**config.mk**
```make
export PLATFORM = sky130hd
export DESIGN_NAME = fcm_dev_flat
export DESIGN_NICKNAME = d
export VERILOG_FILES = /design/src/fcm_pkg.sv /design/src/fcm_if.sv /design/src/fcm_dev.sv /design/src/flat_wrapper.sv
export VERILOG_INCLUDE_DIRS = /design/src
export SDC_FILE = /design/constraint.sdc
export NUM_CORES = 1
export LEC_CHECK = 0
export BUFFER_PORTS_ARGS = -buffer_cell sky130_fd_sc_hd__buf_4
export CORE_ASPECT_RATIO = 0.75
export CORE_UTILIZATION = 45
export CTS_BUF_LIST = sky130_fd_sc_hd__clkbuf_16
export CTS_CLUSTER_SIZE = 30
export DETAILED_ROUTE_END_ITERATION = 7
export PLACE_DENSITY = 0.72
export SETUP_SLACK_MARGIN = 0.3
export SYNTH_ARGS = -nofsm -noshare
export SYNTH_HDL_FRONTEND = slang
export SYNTH_SLANG_ARGS = --single-unit
```
**constraint.sdc**
```tcl
create_clock -name clk -period 3.34 [get_ports clk]
set_input_delay 0.167 -clock clk [delete_from_list [all_inputs] [get_ports clk]]
set_output_delay 0.167 -clock clk [all_outputs]
set_load 0.01 [all_outputs]
```
**src/fcm_cfg.svh**
```systemverilog
// Constants shared by both ends of the flash command-mode link.
// Assumes it is included by bare name.
`ifndef FCM_CFG_SVH
`define FCM_CFG_SVH
// Only the low offset bits take part in the address match.
`define FCM_ADDR_MASK 32'h0000_fffc
`define FCM_UNLOCK1_ADDR 32'h0000_5400
`define FCM_UNLOCK2_ADDR 32'h0000_aa00
// Command data values.
`define FCM_D_UNLOCK1 32'h0000_00aa
`define FCM_D_UNLOCK2 32'h0000_0055
`define FCM_D_READ 32'h0000_00f0
`define FCM_D_PROG 32'h0000_00a0
`define FCM_D_ERASE 32'h0000_0080
`define FCM_D_IDREAD 32'h0000_0090
`define FCM_D_PROT 32'h0000_009a
`define FCM_D_CHIP 32'h0000_0010
`define FCM_D_BLOCK 32'h0000_0030
// Sequence positions (zero based).
`define FCM_POS_CMD 3'h2
`define FCM_POS_LAST 3'h5
`define FCM_POS_FIRST 3'h1
// A block is protected when all four code bits are programmed to zero.
`define FCM_PROT_SET 4'h0
`define FCM_PROT_CLEAR 4'hf
`define FCM_WORD_STEP 32'h0000_0004
// Arbitrary identifier value returned in the identifier reading state.
`define FCM_ID_VALUE 32'h0000_5a5a
`endif

```
**src/fcm_pkg.sv**
```systemverilog
// Types shared by both ends of the flash command-mode link.
// Assumes fcm_cfg.svh is on the include path.
package fcm_pkg;
    // Automatic operation handed to the array sequencer.
    typedef enum logic [1:0] {
        FCM_OP_PROG = 2'h0,
        FCM_OP_CHIP = 2'h1,
        FCM_OP_BLOCK = 2'h2,
        FCM_OP_PROT = 2'h3
    } fcm_op_t;
    // Command that the host user asks for.
    typedef enum logic [2:0] {
        FCM_H_READ = 3'h0,
        FCM_H_RESET = 3'h1,
        FCM_H_PROG = 3'h2,
        FCM_H_CHIP = 3'h3,
        FCM_H_BLOCK = 3'h4,
        FCM_H_PROT = 3'h5,
        FCM_H_ID = 3'h6
    } fcm_hcmd_t;
endpackage : fcm_pkg

```
**src/fcm_if.sv**
```systemverilog
// Bus between the CPU-side command host and the flash command-mode front end.
// Assumes both ends share one clock; no tri-state wires are carried.
`timescale 1ns/10ps
interface fcm_if;
    logic wr_valid;
    logic wr_word;
    logic [31:0] wr_addr;
    logic [31:0] wr_data;
    logic rd_valid;
    logic [31:0] rd_addr;
    logic rd_ack;
    logic [31:0] rd_data;
    logic ready_busy_flag;
    modport dev (input wr_valid, input wr_word, input wr_addr, input wr_data, input rd_valid, input rd_addr,
        output rd_ack, output rd_data, output ready_busy_flag);
    modport host (output wr_valid, output wr_word, output wr_addr, output wr_data, output rd_valid,
        output rd_addr, input rd_ack, input rd_data, input ready_busy_flag);
endinterface : fcm_if

```
**src/fcm_dev.sv**
```systemverilog
// Flash mode control and command recognition front end of the array.
// Assumes rst_n is the CPU reset and the array sequencer answers on the arr_ ports.
`timescale 1ns/10ps
`include "fcm_cfg.svh"
module fcm_dev #(
    parameter int PAGE_WORDS = 128,
    parameter int NUM_BLOCKS = 8,
    parameter int BLK_SHIFT = 15
) (
    input wire logic clk,
    input wire logic rst_n,
    fcm_if.dev bus,
    output logic arr_rd_en,
    output logic [31:0] arr_rd_addr,
    input wire logic [31:0] arr_rdata,
    output logic arr_wvalid,
    output logic [31:0] arr_waddr,
    output logic [31:0] arr_wdata,
    output logic arr_start,
    output fcm_pkg::fcm_op_t arr_op,
    output logic [31:0] arr_addr,
    input wire logic arr_done,
    input wire logic arr_fail
);
    localparam int BLK_W = $clog2(NUM_BLOCKS);
    localparam int CNT_W = $clog2(PAGE_WORDS + 1);

    typedef enum logic [5:0] {
        FCM_ST_READ = 6'h01,
        FCM_ST_SEQ = 6'h02,
        FCM_ST_ID = 6'h04,
        FCM_ST_LOAD = 6'h08,
        FCM_ST_BUSY = 6'h10,
        FCM_ST_FAIL = 6'h20
    } fcm_dev_state_t;

    fcm_dev_state_t state;
    fcm_dev_state_t next_state;
    logic [2:0] pos;
    logic [2:0] next_pos;
    logic [31:0] cmd_data;
    logic [31:0] next_cmd_data;
    logic [CNT_W-1:0] cnt;
    logic [31:0] page_top;
    logic [3:0] prot_code [NUM_BLOCKS];
    logic rd_pend;
    logic rd_mode_arr;
    logic rd_mode_id;
    logic next_start;
    fcm_pkg::fcm_op_t next_op;
    logic [31:0] next_addr;

    // Decode of the incoming write against the expected step of a sequence.
    wire wr = bus.wr_valid && bus.wr_word;
    wire [31:0] a_off = bus.wr_addr & `FCM_ADDR_MASK;
    wire at_u1 = (a_off == `FCM_UNLOCK1_ADDR);
    wire at_u2 = (a_off == `FCM_UNLOCK2_ADDR);
    wire d_u1 = (bus.wr_data == `FCM_D_UNLOCK1);
    wire d_u2 = (bus.wr_data == `FCM_D_UNLOCK2);
    wire is_read_cmd = wr && (bus.wr_data == `FCM_D_READ);
    wire d_cmd = (bus.wr_data == `FCM_D_PROG) || (bus.wr_data == `FCM_D_ERASE) ||
        (bus.wr_data == `FCM_D_IDREAD) || (bus.wr_data == `FCM_D_PROT);
    wire kind_erase = (cmd_data == `FCM_D_ERASE);
    wire kind_prot = (cmd_data == `FCM_D_PROT);
    wire last_chip = kind_erase && at_u1 && (bus.wr_data == `FCM_D_CHIP);
    wire last_block = kind_erase && (bus.wr_data == `FCM_D_BLOCK);
    wire last_prot = kind_prot && (bus.wr_data == `FCM_D_PROT);
    wire [BLK_W-1:0] wr_blk = bus.wr_addr[BLK_SHIFT +: BLK_W];
    wire [BLK_W-1:0] pg_blk = page_top[BLK_SHIFT +: BLK_W];
    wire [BLK_W-1:0] op_blk = arr_addr[BLK_SHIFT +: BLK_W];
    wire wr_blk_prot = (prot_code[wr_blk] == `FCM_PROT_SET);
    wire pg_blk_prot = (prot_code[pg_blk] == `FCM_PROT_SET);
    wire last_word = (cnt == CNT_W'(PAGE_WORDS - 1));
    wire [31:0] word_addr = page_top + {cnt, 2'b00};
    logic all_prot;
    logic step_ok;

    // Chip erase is skipped only when every block is protected.
    always_comb begin
        all_prot = 1'b1;
        for (int i = 0; i < NUM_BLOCKS; i++) begin
            all_prot = all_prot && (prot_code[i] == `FCM_PROT_SET);
        end
    end

    // Expected address and data for each ordered write of a sequence.
    always_comb begin
        case (pos)
            3'h0: step_ok = at_u1 && d_u1;
            3'h1: step_ok = at_u2 && d_u2;
            3'h2: step_ok = at_u1 && d_cmd;
            3'h3: step_ok = (kind_erase || kind_prot) && at_u1 && d_u1;
            3'h4: step_ok = at_u2 && d_u2;
            3'h5: step_ok = last_chip || last_block || last_prot;
            default: step_ok = 1'b0;
        endcase
    end

    // Mode machine; writes that break a sequence fall back to read mode.
    always_comb begin
        next_state = state;
        next_pos = pos;
        next_cmd_data = cmd_data;
        next_start = 1'b0;
        next_op = arr_op;
        next_addr = arr_addr;
        case (state)
            FCM_ST_READ: begin
                if (wr && !is_read_cmd && step_ok) begin
                    next_state = FCM_ST_SEQ;
                    next_pos = `FCM_POS_FIRST;
                end
            end
            FCM_ST_SEQ: begin
                if (is_read_cmd) begin
                    next_state = FCM_ST_READ;
                    next_pos = 3'h0;
                end else if (bus.wr_valid && (!bus.wr_word || !step_ok)) begin
                    next_state = FCM_ST_READ;
                    next_pos = 3'h0;
                end else if (wr && pos == `FCM_POS_CMD) begin
                    next_cmd_data = bus.wr_data;
                    next_pos = pos + 3'h1;
                    if (bus.wr_data == `FCM_D_IDREAD) begin
                        next_state = FCM_ST_ID;
                        next_pos = 3'h0;
                    end else if (bus.wr_data == `FCM_D_PROG) begin
                        next_state = FCM_ST_LOAD;
                        next_pos = 3'h0;
                    end
                end else if (wr && pos == `FCM_POS_LAST) begin
                    next_pos = 3'h0;
                    next_addr = bus.wr_addr;
                    next_op = last_chip ? fcm_pkg::FCM_OP_CHIP :
                        (last_block ? fcm_pkg::FCM_OP_BLOCK : fcm_pkg::FCM_OP_PROT);
                    // Erases of protected targets are refused and leave read mode in place.
                    if ((last_chip && all_prot) || (last_block && wr_blk_prot)) begin
                        next_state = FCM_ST_READ;
                    end else begin
                        next_state = FCM_ST_BUSY;
                        next_start = 1'b1;
                    end
                end else if (wr) begin
                    next_pos = pos + 3'h1;
                end
            end
            FCM_ST_ID: begin
                if (is_read_cmd) begin
                    next_state = FCM_ST_READ;
                end
            end
            FCM_ST_LOAD: begin
                // Software reset has no effect once page words are flowing.
                if (wr && last_word) begin
                    next_op = fcm_pkg::FCM_OP_PROG;
                    next_addr = page_top;
                    if (pg_blk_prot) begin
                        next_state = FCM_ST_READ;
                    end else begin
                        next_state = FCM_ST_BUSY;
                        next_start = 1'b1;
                    end
                end
            end
            FCM_ST_BUSY: begin
                // Writes are not looked at here: new sequences are ignored.
                if (arr_fail) begin
                    next_state = FCM_ST_FAIL;
                end else if (arr_done) begin
                    next_state = FCM_ST_READ;
                end
            end
            FCM_ST_FAIL: next_state = FCM_ST_FAIL;
            default: next_state = FCM_ST_READ;
        endcase
    end

    // Mode state; the CPU reset is the only way out of the locked state.
    always_ff @(posedge clk or negedge rst_n) begin
        if (!rst_n) begin
            state <= FCM_ST_READ;
            pos <= 3'h0;
            cmd_data <= 32'h0000_0000;
            arr_start <= 1'b0;
            arr_op <= fcm_pkg::FCM_OP_PROG;
            arr_addr <= 32'h0000_0000;
        end else begin
            state <= next_state;
            pos <= next_pos;
            cmd_data <= next_cmd_data;
            arr_start <= next_start;
            arr_op <= next_op;
            arr_addr <= next_addr;
        end
    end

    // Page word collection; the first word fixes the page top address.
    always_ff @(posedge clk or negedge rst_n) begin
        if (!rst_n) begin
            cnt <= '0;
            page_top <= 32'h0000_0000;
            arr_wvalid <= 1'b0;
            arr_waddr <= 32'h0000_0000;
            arr_wdata <= 32'h0000_0000;
        end else begin
            arr_wvalid <= (state == FCM_ST_LOAD) && wr;
            if (state != FCM_ST_LOAD) begin
                cnt <= '0;
                page_top <= bus.wr_addr;
            end else if (wr) begin
                cnt <= cnt + CNT_W'(1);
                arr_waddr <= (cnt == '0) ? bus.wr_addr : word_addr;
                arr_wdata <= bus.wr_data;
                if (cnt == '0) begin
                    page_top <= bus.wr_addr;
                end
            end
        end
    end

    // Protection codes; a successful protect operation programs the code.
    always_ff @(posedge clk or negedge rst_n) begin
        if (!rst_n) begin
            for (int i = 0; i < NUM_BLOCKS; i++) begin
                prot_code[i] <= `FCM_PROT_CLEAR;
            end
        end else if (state == FCM_ST_BUSY && arr_done && !arr_fail && arr_op == fcm_pkg::FCM_OP_PROT) begin
            prot_code[op_blk] <= `FCM_PROT_SET;
        end
    end

    // Read path: two cycles, array data only in the read and sequence states.
    assign rd_mode_arr = (state == FCM_ST_READ) || (state == FCM_ST_SEQ);
    assign rd_mode_id = (state == FCM_ST_ID);
    always_ff @(posedge clk or negedge rst_n) begin
        if (!rst_n) begin
            arr_rd_en <= 1'b0;
            arr_rd_addr <= 32'h0000_0000;
            rd_pend <= 1'b0;
            bus.rd_ack <= 1'b0;
            bus.rd_data <= 32'h0000_0000;
        end else begin
            arr_rd_en <= bus.rd_valid && rd_mode_arr;
            arr_rd_addr <= bus.rd_addr;
            rd_pend <= bus.rd_valid;
            bus.rd_ack <= rd_pend;
            if (rd_pend) begin
                bus.rd_data <= rd_mode_arr ? arr_rdata : (rd_mode_id ? `FCM_ID_VALUE : 32'h0000_0000);
            end
        end
    end

    // Busy while page words load, an operation runs or the array is locked.
    assign bus.ready_busy_flag = !((state == FCM_ST_LOAD) || (state == FCM_ST_BUSY) || (state == FCM_ST_FAIL));
endmodule : fcm_dev

```
**src/flat_wrapper.sv**
```systemverilog
// flat-port wrapper written by rule: the top's interface ports become plain ports
module fcm_dev_flat 
#(
    parameter int PAGE_WORDS = 128,
    parameter int NUM_BLOCKS = 8,
    parameter int BLK_SHIFT = 15
)
  (clk, rst_n, arr_rd_en, arr_rd_addr, arr_rdata, arr_wvalid, arr_waddr, arr_wdata, arr_start, arr_op, arr_addr, arr_done, arr_fail, bus_wr_valid, bus_wr_word, bus_wr_addr, bus_wr_data, bus_rd_valid, bus_rd_addr, bus_rd_ack, bus_rd_data, bus_ready_busy_flag);
  fcm_if bus_i ();
  input wire logic clk;
  input wire logic rst_n;
  output logic arr_rd_en;
  output logic [31:0] arr_rd_addr;
  input wire logic [31:0] arr_rdata;
  output logic arr_wvalid;
  output logic [31:0] arr_waddr;
  output logic [31:0] arr_wdata;
  output logic arr_start;
  output fcm_pkg::fcm_op_t arr_op;
  output logic [31:0] arr_addr;
  input wire logic arr_done;
  input wire logic arr_fail;
  input wire logic [$bits(bus_i.wr_valid)-1:0] bus_wr_valid;
  input wire logic [$bits(bus_i.wr_word)-1:0] bus_wr_word;
  input wire logic [$bits(bus_i.wr_addr)-1:0] bus_wr_addr;
  input wire logic [$bits(bus_i.wr_data)-1:0] bus_wr_data;
  input wire logic [$bits(bus_i.rd_valid)-1:0] bus_rd_valid;
  input wire logic [$bits(bus_i.rd_addr)-1:0] bus_rd_addr;
  output wire logic [$bits(bus_i.rd_ack)-1:0] bus_rd_ack;
  output wire logic [$bits(bus_i.rd_data)-1:0] bus_rd_data;
  output wire logic [$bits(bus_i.ready_busy_flag)-1:0] bus_ready_busy_flag;
  assign bus_i.wr_valid = bus_wr_valid;
  assign bus_i.wr_word = bus_wr_word;
  assign bus_i.wr_addr = bus_wr_addr;
  assign bus_i.wr_data = bus_wr_data;
  assign bus_i.rd_valid = bus_rd_valid;
  assign bus_i.rd_addr = bus_rd_addr;
  assign bus_rd_ack = bus_i.rd_ack;
  assign bus_rd_data = bus_i.rd_data;
  assign bus_ready_busy_flag = bus_i.ready_busy_flag;
  fcm_dev #(.PAGE_WORDS(PAGE_WORDS), .NUM_BLOCKS(NUM_BLOCKS), .BLK_SHIFT(BLK_SHIFT)) u_core (.clk(clk), .rst_n(rst_n), .bus(bus_i), .arr_rd_en(arr_rd_en), .arr_rd_addr(arr_rd_addr), .arr_rdata(arr_rdata), .arr_wvalid(arr_wvalid), .arr_waddr(arr_waddr), .arr_wdata(arr_wdata), .arr_start(arr_start), .arr_op(arr_op), .arr_addr(arr_addr), .arr_done(arr_done), .arr_fail(arr_fail));
endmodule
```
==> impl_metrics.toml, run 1 <==
[layout]
num-fill-cells = 2053
diodes = 0
layout.cells.non_filler = 1962
nets = 1739
drive_gt1_share_pct = 31.6
seq_area_mm2 = 0.00705
multi_input_area_mm2 = 0.00506
area_growth_syn_to_layout_pct = 39.5

[synth]
ys_seq_area_share_pct = 56.3
synth_area_leaders = "dfrtp_1, dfstp_2, mux2_2"
yosysTopAreaCellShare_pct = 49.4
synth_top_area_cell = "dfrtp_1"
netlist_area_mm2 = 0.0125
syn_avg_cell_area_um2 = 10.8
async_flop_share_pct = 100
syn_inst = 1161
synthTopCellsByCount = "dfrtp_1, nand2_1, o21ai_0"
synth_edf_count = 0
synthFlopType = "dfrtp_1"
ys_ff_latch = 280
yosys_warnings = 0
syn_nets = 1312
synth_most_common_cell = "dfrtp_1"
ys_types = 63

[placed_design]
gp_congestion = 0.853
dp.cells = 1774
pre_cts_ws_ns = 0.358
dp_hpwl_mm = 22.1
portBuffers = 301

[critical_path]
critPathLaunchType = "flop"
worstSetupPathType = "flop to flop"
rr_endpoint = "u_core.cmd_data[0]"
end_kind = "flop"
required_ns = 3.77
r2r_cells = 10
r2r_slack_ns = 0.48
r2r_start = "u_core.pos[0]"
crit_arrival_ns = 3.29
critPathMaxFanout = 26

[clocking]
cts_buffers = 29
cts_sinks = 280
h-tree-depth = 1
clockRootBuffer = "clkbuf_16"
cts_tree = "yes"
post_cts_buffers = 0
clock_latency_ns = 0.57
clk_path_buf_depth = 3
clkTransAtPathRegs_ns = 0.07

[timing]
whs_ns = 0.207
tns_ns = 0
timing.final.crit_share_pct = 85.7
timing.fmax_ghz = 0.349
slew_viol_final = 0
maxSlewHeadroom_pct = 39.5
rsz0062_at_grt = "false"
timing.final.crit_period_ns = 2.86
postLayoutSetupSlackWorst_ns = 0.477
setup_viol = 0
hold_viol_final = 0
tightest_slew_ns = 0.905
skew_ns = 0.0187

[global_route]
grt_pass1_wl_mm = 55.0
grt_usage_pct = 23.9
grt_antenna_before_repair = 0
gr-total-overflow = 0
grt_max_degree = 86
grt_pass1_vias = 10360

[power]
p_per_area_mw_per_mm2 = 477
vdd_drop_max_v = 0.000397
p_leak_nw = 8.32
power_mw = 8.33

[floorplan]
design.core.area_mm2 = 0.0271
ios = 302
die_x_um = 195
rows = 52
initial_utilization_pct = 46.1
die_h_um = 146
die_area_mm2 = 0.0285

[detailed_routing]
antenna_left = 0
via_per_inst = 5.28
drtIter0Drc = 658
firstDrtPassIters = 5
vias = 10358
drc = 0
wl_per_cell_um = 17.6
routed_wl_mm = 34.4

[min_path]
hold_class = "input port to async pin"

[job]
max-cap-violations = 0

[status]
outcome = "completed"
[final cells by class]
class,instances,share of cell area (%)
clock buffer,29,4.16
clock inverter,25,1.50
inverter,44,0.946
multi-input combinational,782,29.0
sequential,280,40.4
tap,351,2.51
timing repair buffer,451,21.6
[flip-flops by register name, summed over array words and instances, names as in the netlist, 2 cells and up]
| signal | count |
|---|---|
| u_core.arr_wdata | 32 |
| u_core.prot_code | 32 |
| u_core.cnt | 8 |
| u_core.arr_addr | 32 |
| u_core.page_top | 32 |
| u_core.arr_waddr | 32 |
| u_core.state | 6 |
| u_core.cmd_data | 32 |
| u_core.arr_rd_addr | 32 |
| u_core.pos | 3 |
| u_core.bus.rd_data | 32 |
| u_core.arr_op | 2 |
[kinds of logic after synthesis]
family                     count (synthesis)  synth area share (%)
AOI/OAI and AO/OA                        188                  8.61
xor gates and xnor gates                  25                  1.75
adders and majority gates                 16                  1.66
buffers and inverters                     99                  3.45
DFF                                      280                  56.3
muxes                                    102                  10.4
and+or+nand+nor                          451                  17.9
[critical path, cell delays in order, from the launching register on]
cell and delay [ns]:
dfrtp_1 0.43, inv_1 0.12, ha_1 0.23, mux2_2 0.19
nand2_1 0.07, or4_4 0.54, o21ai_2 0.07, and3_4 0.21
and4_2 0.40, buf_4 0.33, o21ai_0 0.14
[power by group]
part           leakage (nW)  switching (mW)  internal [mW]
logic                  4.30           0.624          0.620
registers              3.52           0.143           3.59
clock network         0.499            1.37           1.98
total                  8.32            2.14           6.19
[layout by cell type, fill, tap and decap left out, types with 3 or more instances in the layout]
master,n
buf_4,313
dfrtp_1,247
nand2_1,165
dlygate4sd3_1,134
o21ai_0,88
mux2_2,68
nor2_1,61
a21oi_1,53
nor2b_1,50
inv_1,45
nand3_1,44
dfstp_2,33
nor4_1,30
clkbuf_16,29
mux2_4,28
nor3_1,24
and2_1,20
ha_1,15
xnor2_1,14
nand4_1,12
and3_1,11
xor2_1,11
a21o_1,8
clkinv_2,8
clkinv_1,7
nand3b_1,5
o31a_1,5
a31oi_1,5
bufinv_16,5
mux4_2,4
o211ai_1,4
nor3b_1,4
o22ai_1,4
nand4b_1,3
or3_1,3
buf_12,3
[per-layer routing]
| metal | track usage, % | share of wire [%] | vias to the layer above |
|---|---|---|---|
| met2 | 37.8 | 46 | 364 |
| met4 | 5.79 | 2.0 | 0 |
| met3 | 4.53 | 6.2 | 54 |
| met1 | 34.0 | 46 | 5063 |
| li1 | - | - | 4877 |
| met5 | 0 | 0 | - |
[metrics by stage]
step / area [um^2] / util [%]
2_1_floorplan: 12500 / -
3_3_place_gp: 15100 / 55.7
3_5_place_dp: 15100 / 55.7
4_1_cts: 17400 / 64.3
5_1_grt: 17500 / 64.4
6_report: 17500 / 64.4
[timing repair]
action                     CTS  global route
hold endpoints to repair   276             0
setup endpoints to repair    0            70
hold buffers               134             0
resized for setup            0             4
[worst max-delay path by stage]
| stage | from | to | slack (ns) | depth (start not counted) |
|---|---|---|---|---|
| floorplan | u_core.pos[0] | u_core.arr_addr[10] | 0.75 | 11 |
| global placement | bus_wr_data[9] | u_core.cmd_data[0] | 0.45 | 9 |
| detailed placement | bus_wr_data[9] | u_core.cmd_data[0] | 0.36 | 9 |
| CTS | u_core.pos[0] | u_core.cmd_data[0] | 0.37 | 10 |
| global route | u_core.cnt[0] | u_core.arr_waddr[22] | 0.31 | 11 |
| finish | u_core.pos[0] | u_core.cmd_data[0] | 0.48 | 10 |
(Power assumes the default switching activity.)
==> run 2: changes to the inputs <==
--- a/config.mk
+++ b/config.mk
@@ -12,7 +12,7 @@
 export CTS_BUF_LIST = sky130_fd_sc_hd__clkbuf_16
 export CTS_CLUSTER_SIZE = 30
 export DETAILED_ROUTE_END_ITERATION = 7
-export PLACE_DENSITY = 0.72
+export PLACE_DENSITY_LB_ADDON = 0.2
 export SETUP_SLACK_MARGIN = 0.3
 export SYNTH_ARGS = -nofsm -noshare
 export SYNTH_HDL_FRONTEND = slang
==> impl_metrics.toml, run 2 (synthesized netlist as in run 1, its figures left out) <==
[floorplan]
ios = 302
die_x_um = 195
rows = 52
design.core.area_mm2 = 0.0271
initial_utilization_pct = 46.1
die_h_um = 146
die_area_mm2 = 0.0285

[timing]
timing.fmax_ghz = 0.345
maxSlewHeadroom_pct = 49.9
rsz0062_at_grt = "false"
setup_viol = 0
tightest_slew_ns = 0.751
timing.final.crit_share_pct = 86.7
timing.final.crit_period_ns = 2.90
tns_ns = 0
hold_viol_final = 0
skew_ns = 0.0101
slew_viol_final = 0

[layout]
diodes = 0
final_cell_mix = "buf_4, dfrtp_1, nand2_1, dlygate4sd3_1, o21ai_0"
area_growth_syn_to_layout_pct = 38.7
multi_input_area_mm2 = 0.00505
drive_gt1_share_pct = 31.3
nets = 1743
seq_area_mm2 = 0.00705
num-fill-cells = 2150
final_common_cell = "buf_4"

[min_path]
hold_class = "input port to async pin"

[detailed_routing]
antenna_left = 0
wl_per_cell_um = 17.6
drc = 0
routed_wl_mm = 34.6
vias = 10282
firstDrtPassIters = 6
drtIter0Drc = 540
via_per_inst = 5.24

[global_route]
grt_antenna_before_repair = 0
grt_max_degree = 83
grt_pass1_vias = 10213
grt_pass1_wl_mm = 55.3
gr-total-overflow = 0
grt_usage_pct = 24.1

[clocking]
clockRootBuffer = "clkbuf_16"
cts_sinks = 280
clkTransAtPathRegs_ns = 0.06
cts_tree = "yes"
clk_path_buf_depth = 3
clock_latency_ns = 0.55
cts_buffers = 29
h-tree-depth = 1

[critical_path]
required_ns = 3.77
rr_endpoint = "u_core.arr_addr[2]"
crit_start = "bus_wr_data[9]"
slowest_delay_ns = 0.59
worstSetupPathType = "input port to flop"
critPathMaxFanout = 14
crit_arrival_ns = 3.33
critPathLaunchType = "input port"
crit_end = "u_core.arr_addr[2]"
crit_chain = "dlygate4sd3_1 -> buf_4 -> nor4_2 -> nand4b_1 -> or4_4 -> o21ai_2 -> and3_4 -> o21ai_2 -> o21bai_4 -> buf_12 -> mux2_2"
r2r_cells = 11
r2r_slack_ns = 0.48
cp_slowest_cell = "or4_4"
end_kind = "flop"
r2r_start = "u_core.pos[0]"
cpMostUsedCell = "o21ai_2"

[placed_design]
dp_hpwl_mm = 22.9
gp_congestion = 0.910
portBuffers = 301

[status]
outcome = "completed"

[power]
power_mw = 7.95
p_leak_nw = 8.29
p_per_area_mw_per_mm2 = 458
vdd_drop_max_v = 0.000380

[job]
max-cap-violations = 0
==> run 2: routing by layer <==
metal	GRT usage (%)	up-vias	part of all wire, %
met1	34.6	5034	46
met5	0	-	0
met2	37.7	313	46
met3	4.16	56	5.6
li1	-	4879	-
met4	6.19	0	2.4
==> run 2: worst max-delay path: cells and delay by family <==
kind            cells  cell delay [ns]
simple gates        4             1.46
mux                 1             0.35
buf+inv             3             0.90
compound gates      3             0.44
==> run 2: power by group <==
part | internal [mW] | leakage, nW | switching (mW)
Sequential | 3.60 | 3.52 | 0.138
Combinational | 0.618 | 4.33 | 0.630
Clock | 1.64 | 0.446 | 1.33
Total | 5.85 | 8.29 | 2.10
==> run 2: how the worst min path moves through the flow <==
stage / from / endpoint / cells past startpoint
2_1_floorplan: rst_n / u_core.arr_addr[0] / 0
3_3_place_gp: rst_n / u_core.arr_rd_addr[5] / 1
3_5_place_dp: rst_n / u_core.arr_rd_addr[12] / 1
4_1_cts: rst_n / u_core.arr_rd_addr[12] / 2
5_1_grt: rst_n / u_core.arr_rd_addr[30] / 2
6_report: rst_n / u_core.arr_rd_addr[30] / 2
==> run 2: layout make-up <==
class | instances | area share, %
clock buffers | 29 | 4.18
clock inverters | 23 | 0.735
inverters | 44 | 0.951
multi-input cells | 782 | 29.1
flip-flops and latches | 280 | 40.6
well taps | 351 | 2.53
repair buffers | 455 | 21.9
==> run 2: timing repair <==
action	CTS	global route
endpoints found under the hold margin	263	0
endpoints found under the setup margin	0	60
setup buffers	0	0
resized for setup	0	4
hold buffers	134	0
==> run 2: per-stage QoR <==
stage / hold WS [ns] / setup slack (ns) / cells / utilization [%] / instance area (um^2)
finish: 0.210 / 0.443 / 1964 / 64.0 / 17400
global route: 0.246 / 0.307 / 1964 / 64.0 / 17400
CTS: 0.213 / 0.434 / 1964 / 64.0 / 17400
detailed placement: 0.203 / 0.415 / 1778 / 55.9 / 15200
global placement: 0.200 / 0.447 / 1778 / 55.9 / 15200
floorplan: -0.129 / 0.752 / 1161 / - / 12500
==> run 3: changes to the inputs <==
--- a/config.mk
+++ b/config.mk
@@ -12,7 +12,7 @@
 export CTS_BUF_LIST = sky130_fd_sc_hd__clkbuf_16
 export CTS_CLUSTER_SIZE = 30
 export DETAILED_ROUTE_END_ITERATION = 7
-export PLACE_DENSITY_LB_ADDON = 0.2
+export PLACE_DENSITY = 0.78
 export SETUP_SLACK_MARGIN = 0.3
 export SYNTH_ARGS = -nofsm -noshare
 export SYNTH_HDL_FRONTEND = slang
==> impl_metrics.toml, run 3 (synthesized netlist as in run 1, its figures left out) <==
[timing]
rsz0062_at_grt = "false"
timing.fmax_ghz = 0.338
skew_ns = 0.0148
setup_viol = 0
timing.final.crit_period_ns = 2.96
tightest_slew_ns = 0.891
slew_viol_final = 0
hold_viol_final = 0
maxSlewHeadroom_pct = 40.6
timing.final.crit_share_pct = 88.5
tns_ns = 0

[power]
vdd_drop_max_v = 0.000414
p_leak_nw = 8.28
p_per_area_mw_per_mm2 = 466

[global_route]
grt_usage_pct = 25.0
gr-total-overflow = 0
grt_max_degree = 85
grt_pass1_wl_mm = 57.4
grt_pass1_vias = 10790
grt_antenna_before_repair = 0

[critical_path]
required_ns = 3.78
end_kind = "flop"
worstSetupPathType = "input port to flop"
critPathLaunchType = "input port"
critPathMaxFanout = 34
crit_arrival_ns = 3.40

[layout]
num-fill-cells = 1967
fin_util_pct = 64.1
final_common_cell = "buf_4"
drive_gt1_share_pct = 31.6
nets = 1741
diodes = 0
area_growth_syn_to_layout_pct = 38.8
final_cell_mix = "buf_4, dfrtp_1, nand2_1, dlygate4sd3_1, o21ai_0"

[clocking]
clockRootBuffer = "clkbuf_16"
clkTransAtPathRegs_ns = 0.06
h-tree-depth = 1
cts_buffers = 29
clk_path_buf_depth = 3
clock_latency_ns = 0.57
cts_sinks = 280
cts_tree = "yes"

[floorplan]
rows = 52
die_h_um = 146
die_area_mm2 = 0.0285
design.core.area_mm2 = 0.0271
ios = 302
die_x_um = 195
initial_utilization_pct = 46.1

[min_path]
hold_class = "input port to async pin"

[placed_design]
dp_hpwl_mm = 22.3
gp_congestion = 0.860
portBuffers = 301

[detailed_routing]
via_per_inst = 5.37
vias = 10538
firstDrtPassIters = 5
routed_wl_mm = 35.5
drtIter0Drc = 657
wl_per_cell_um = 18.1
drc = 0
antenna_left = 0

[status]
outcome = "completed"

[job]
max-cap-violations = 0
==> run 3: worst paths after layout <==
check	from	depth (start not counted)	slack, ns	end
setup / recovery	bus_wr_data[8]	11	0.38	u_core.arr_addr[31]
hold / removal	rst_n	2	0.19	u_core.bus.rd_data[2]
setup reg to reg	u_core.pos[0]	11	0.48	u_core.arr_addr[31]
hold reg to reg	u_core.arr_wdata[21]	2	0.48	u_core.arr_wdata[21]
max in group asynchronous	rst_n	3	2.14	u_core.prot_code[15]
min in group clk	bus_rd_addr[2]	2	0.25	u_core.arr_rd_addr[2]
==> run 3: timing repair <==
| action | in CTS | in global routing |
|---|---|---|
| hold buffers | 134 | 0 |
| setup buffers | 0 | 0 |
| endpoints found under the setup margin | 0 | 40 |
| gates resized for setup | 0 | 7 |
| endpoints found under the hold margin | 255 | 0 |
==> run 3: power by group <==
| group | internal, mW | switching (mW) |
|---|---|---|
| Combinational | 0.619 | 0.640 |
| Clock | 1.70 | 1.38 |
| Sequential | 3.59 | 0.149 |
==> run 3: area by class of cell <==
cell class / count / area [um^2] / share of cell area, %
repair buffers: 453 / 3770 / 21.7
well taps: 351 / 439 / 2.53
clock inverters: 24 / 145 / 0.835
inverters: 44 / 165 / 0.950
multi-input cells: 782 / 5060 / 29.1
flip-flops and latches: 280 / 7050 / 40.6
clock buffers: 30 / 751 / 4.32
==> run 3: critical path, stage by stage <==
cell and delay (ns):
dlygate4sd3_1 0.56, buf_4 0.15, nor4_2 0.46, nand4b_1 0.28, or4_4 0.60, o21ai_2 0.07, and3_4 0.22, o21ai_2 0.07
o21bai_4 0.13, buf_12 0.27, mux2_2 0.37
==> run 3: metal layers <==
metal	up-vias	global-route usage, %	share of wire (%)
li1	4875	-	-
met3	61	4.97	7.1
met1	5150	34.3	44
met5	-	0	0
met4	0	7.10	2.6
met2	452	40.2	46
==> run 3: per-stage QoR <==
stage	cell area [um^2]	power [mW]	hold WS, ns	setup slack [ns]	std cells
4_1_cts	17400	8.11	0.199	0.399	1964
6_report	17400	8.09	0.186	0.385	1964
5_1_grt	17400	8.43	0.228	0.315	1964
3_3_place_gp	15100	4.86	0.193	0.488	1776
2_1_floorplan	12500	4.28	-0.129	0.752	1161
3_5_place_dp	15100	4.89	0.199	0.372	1776
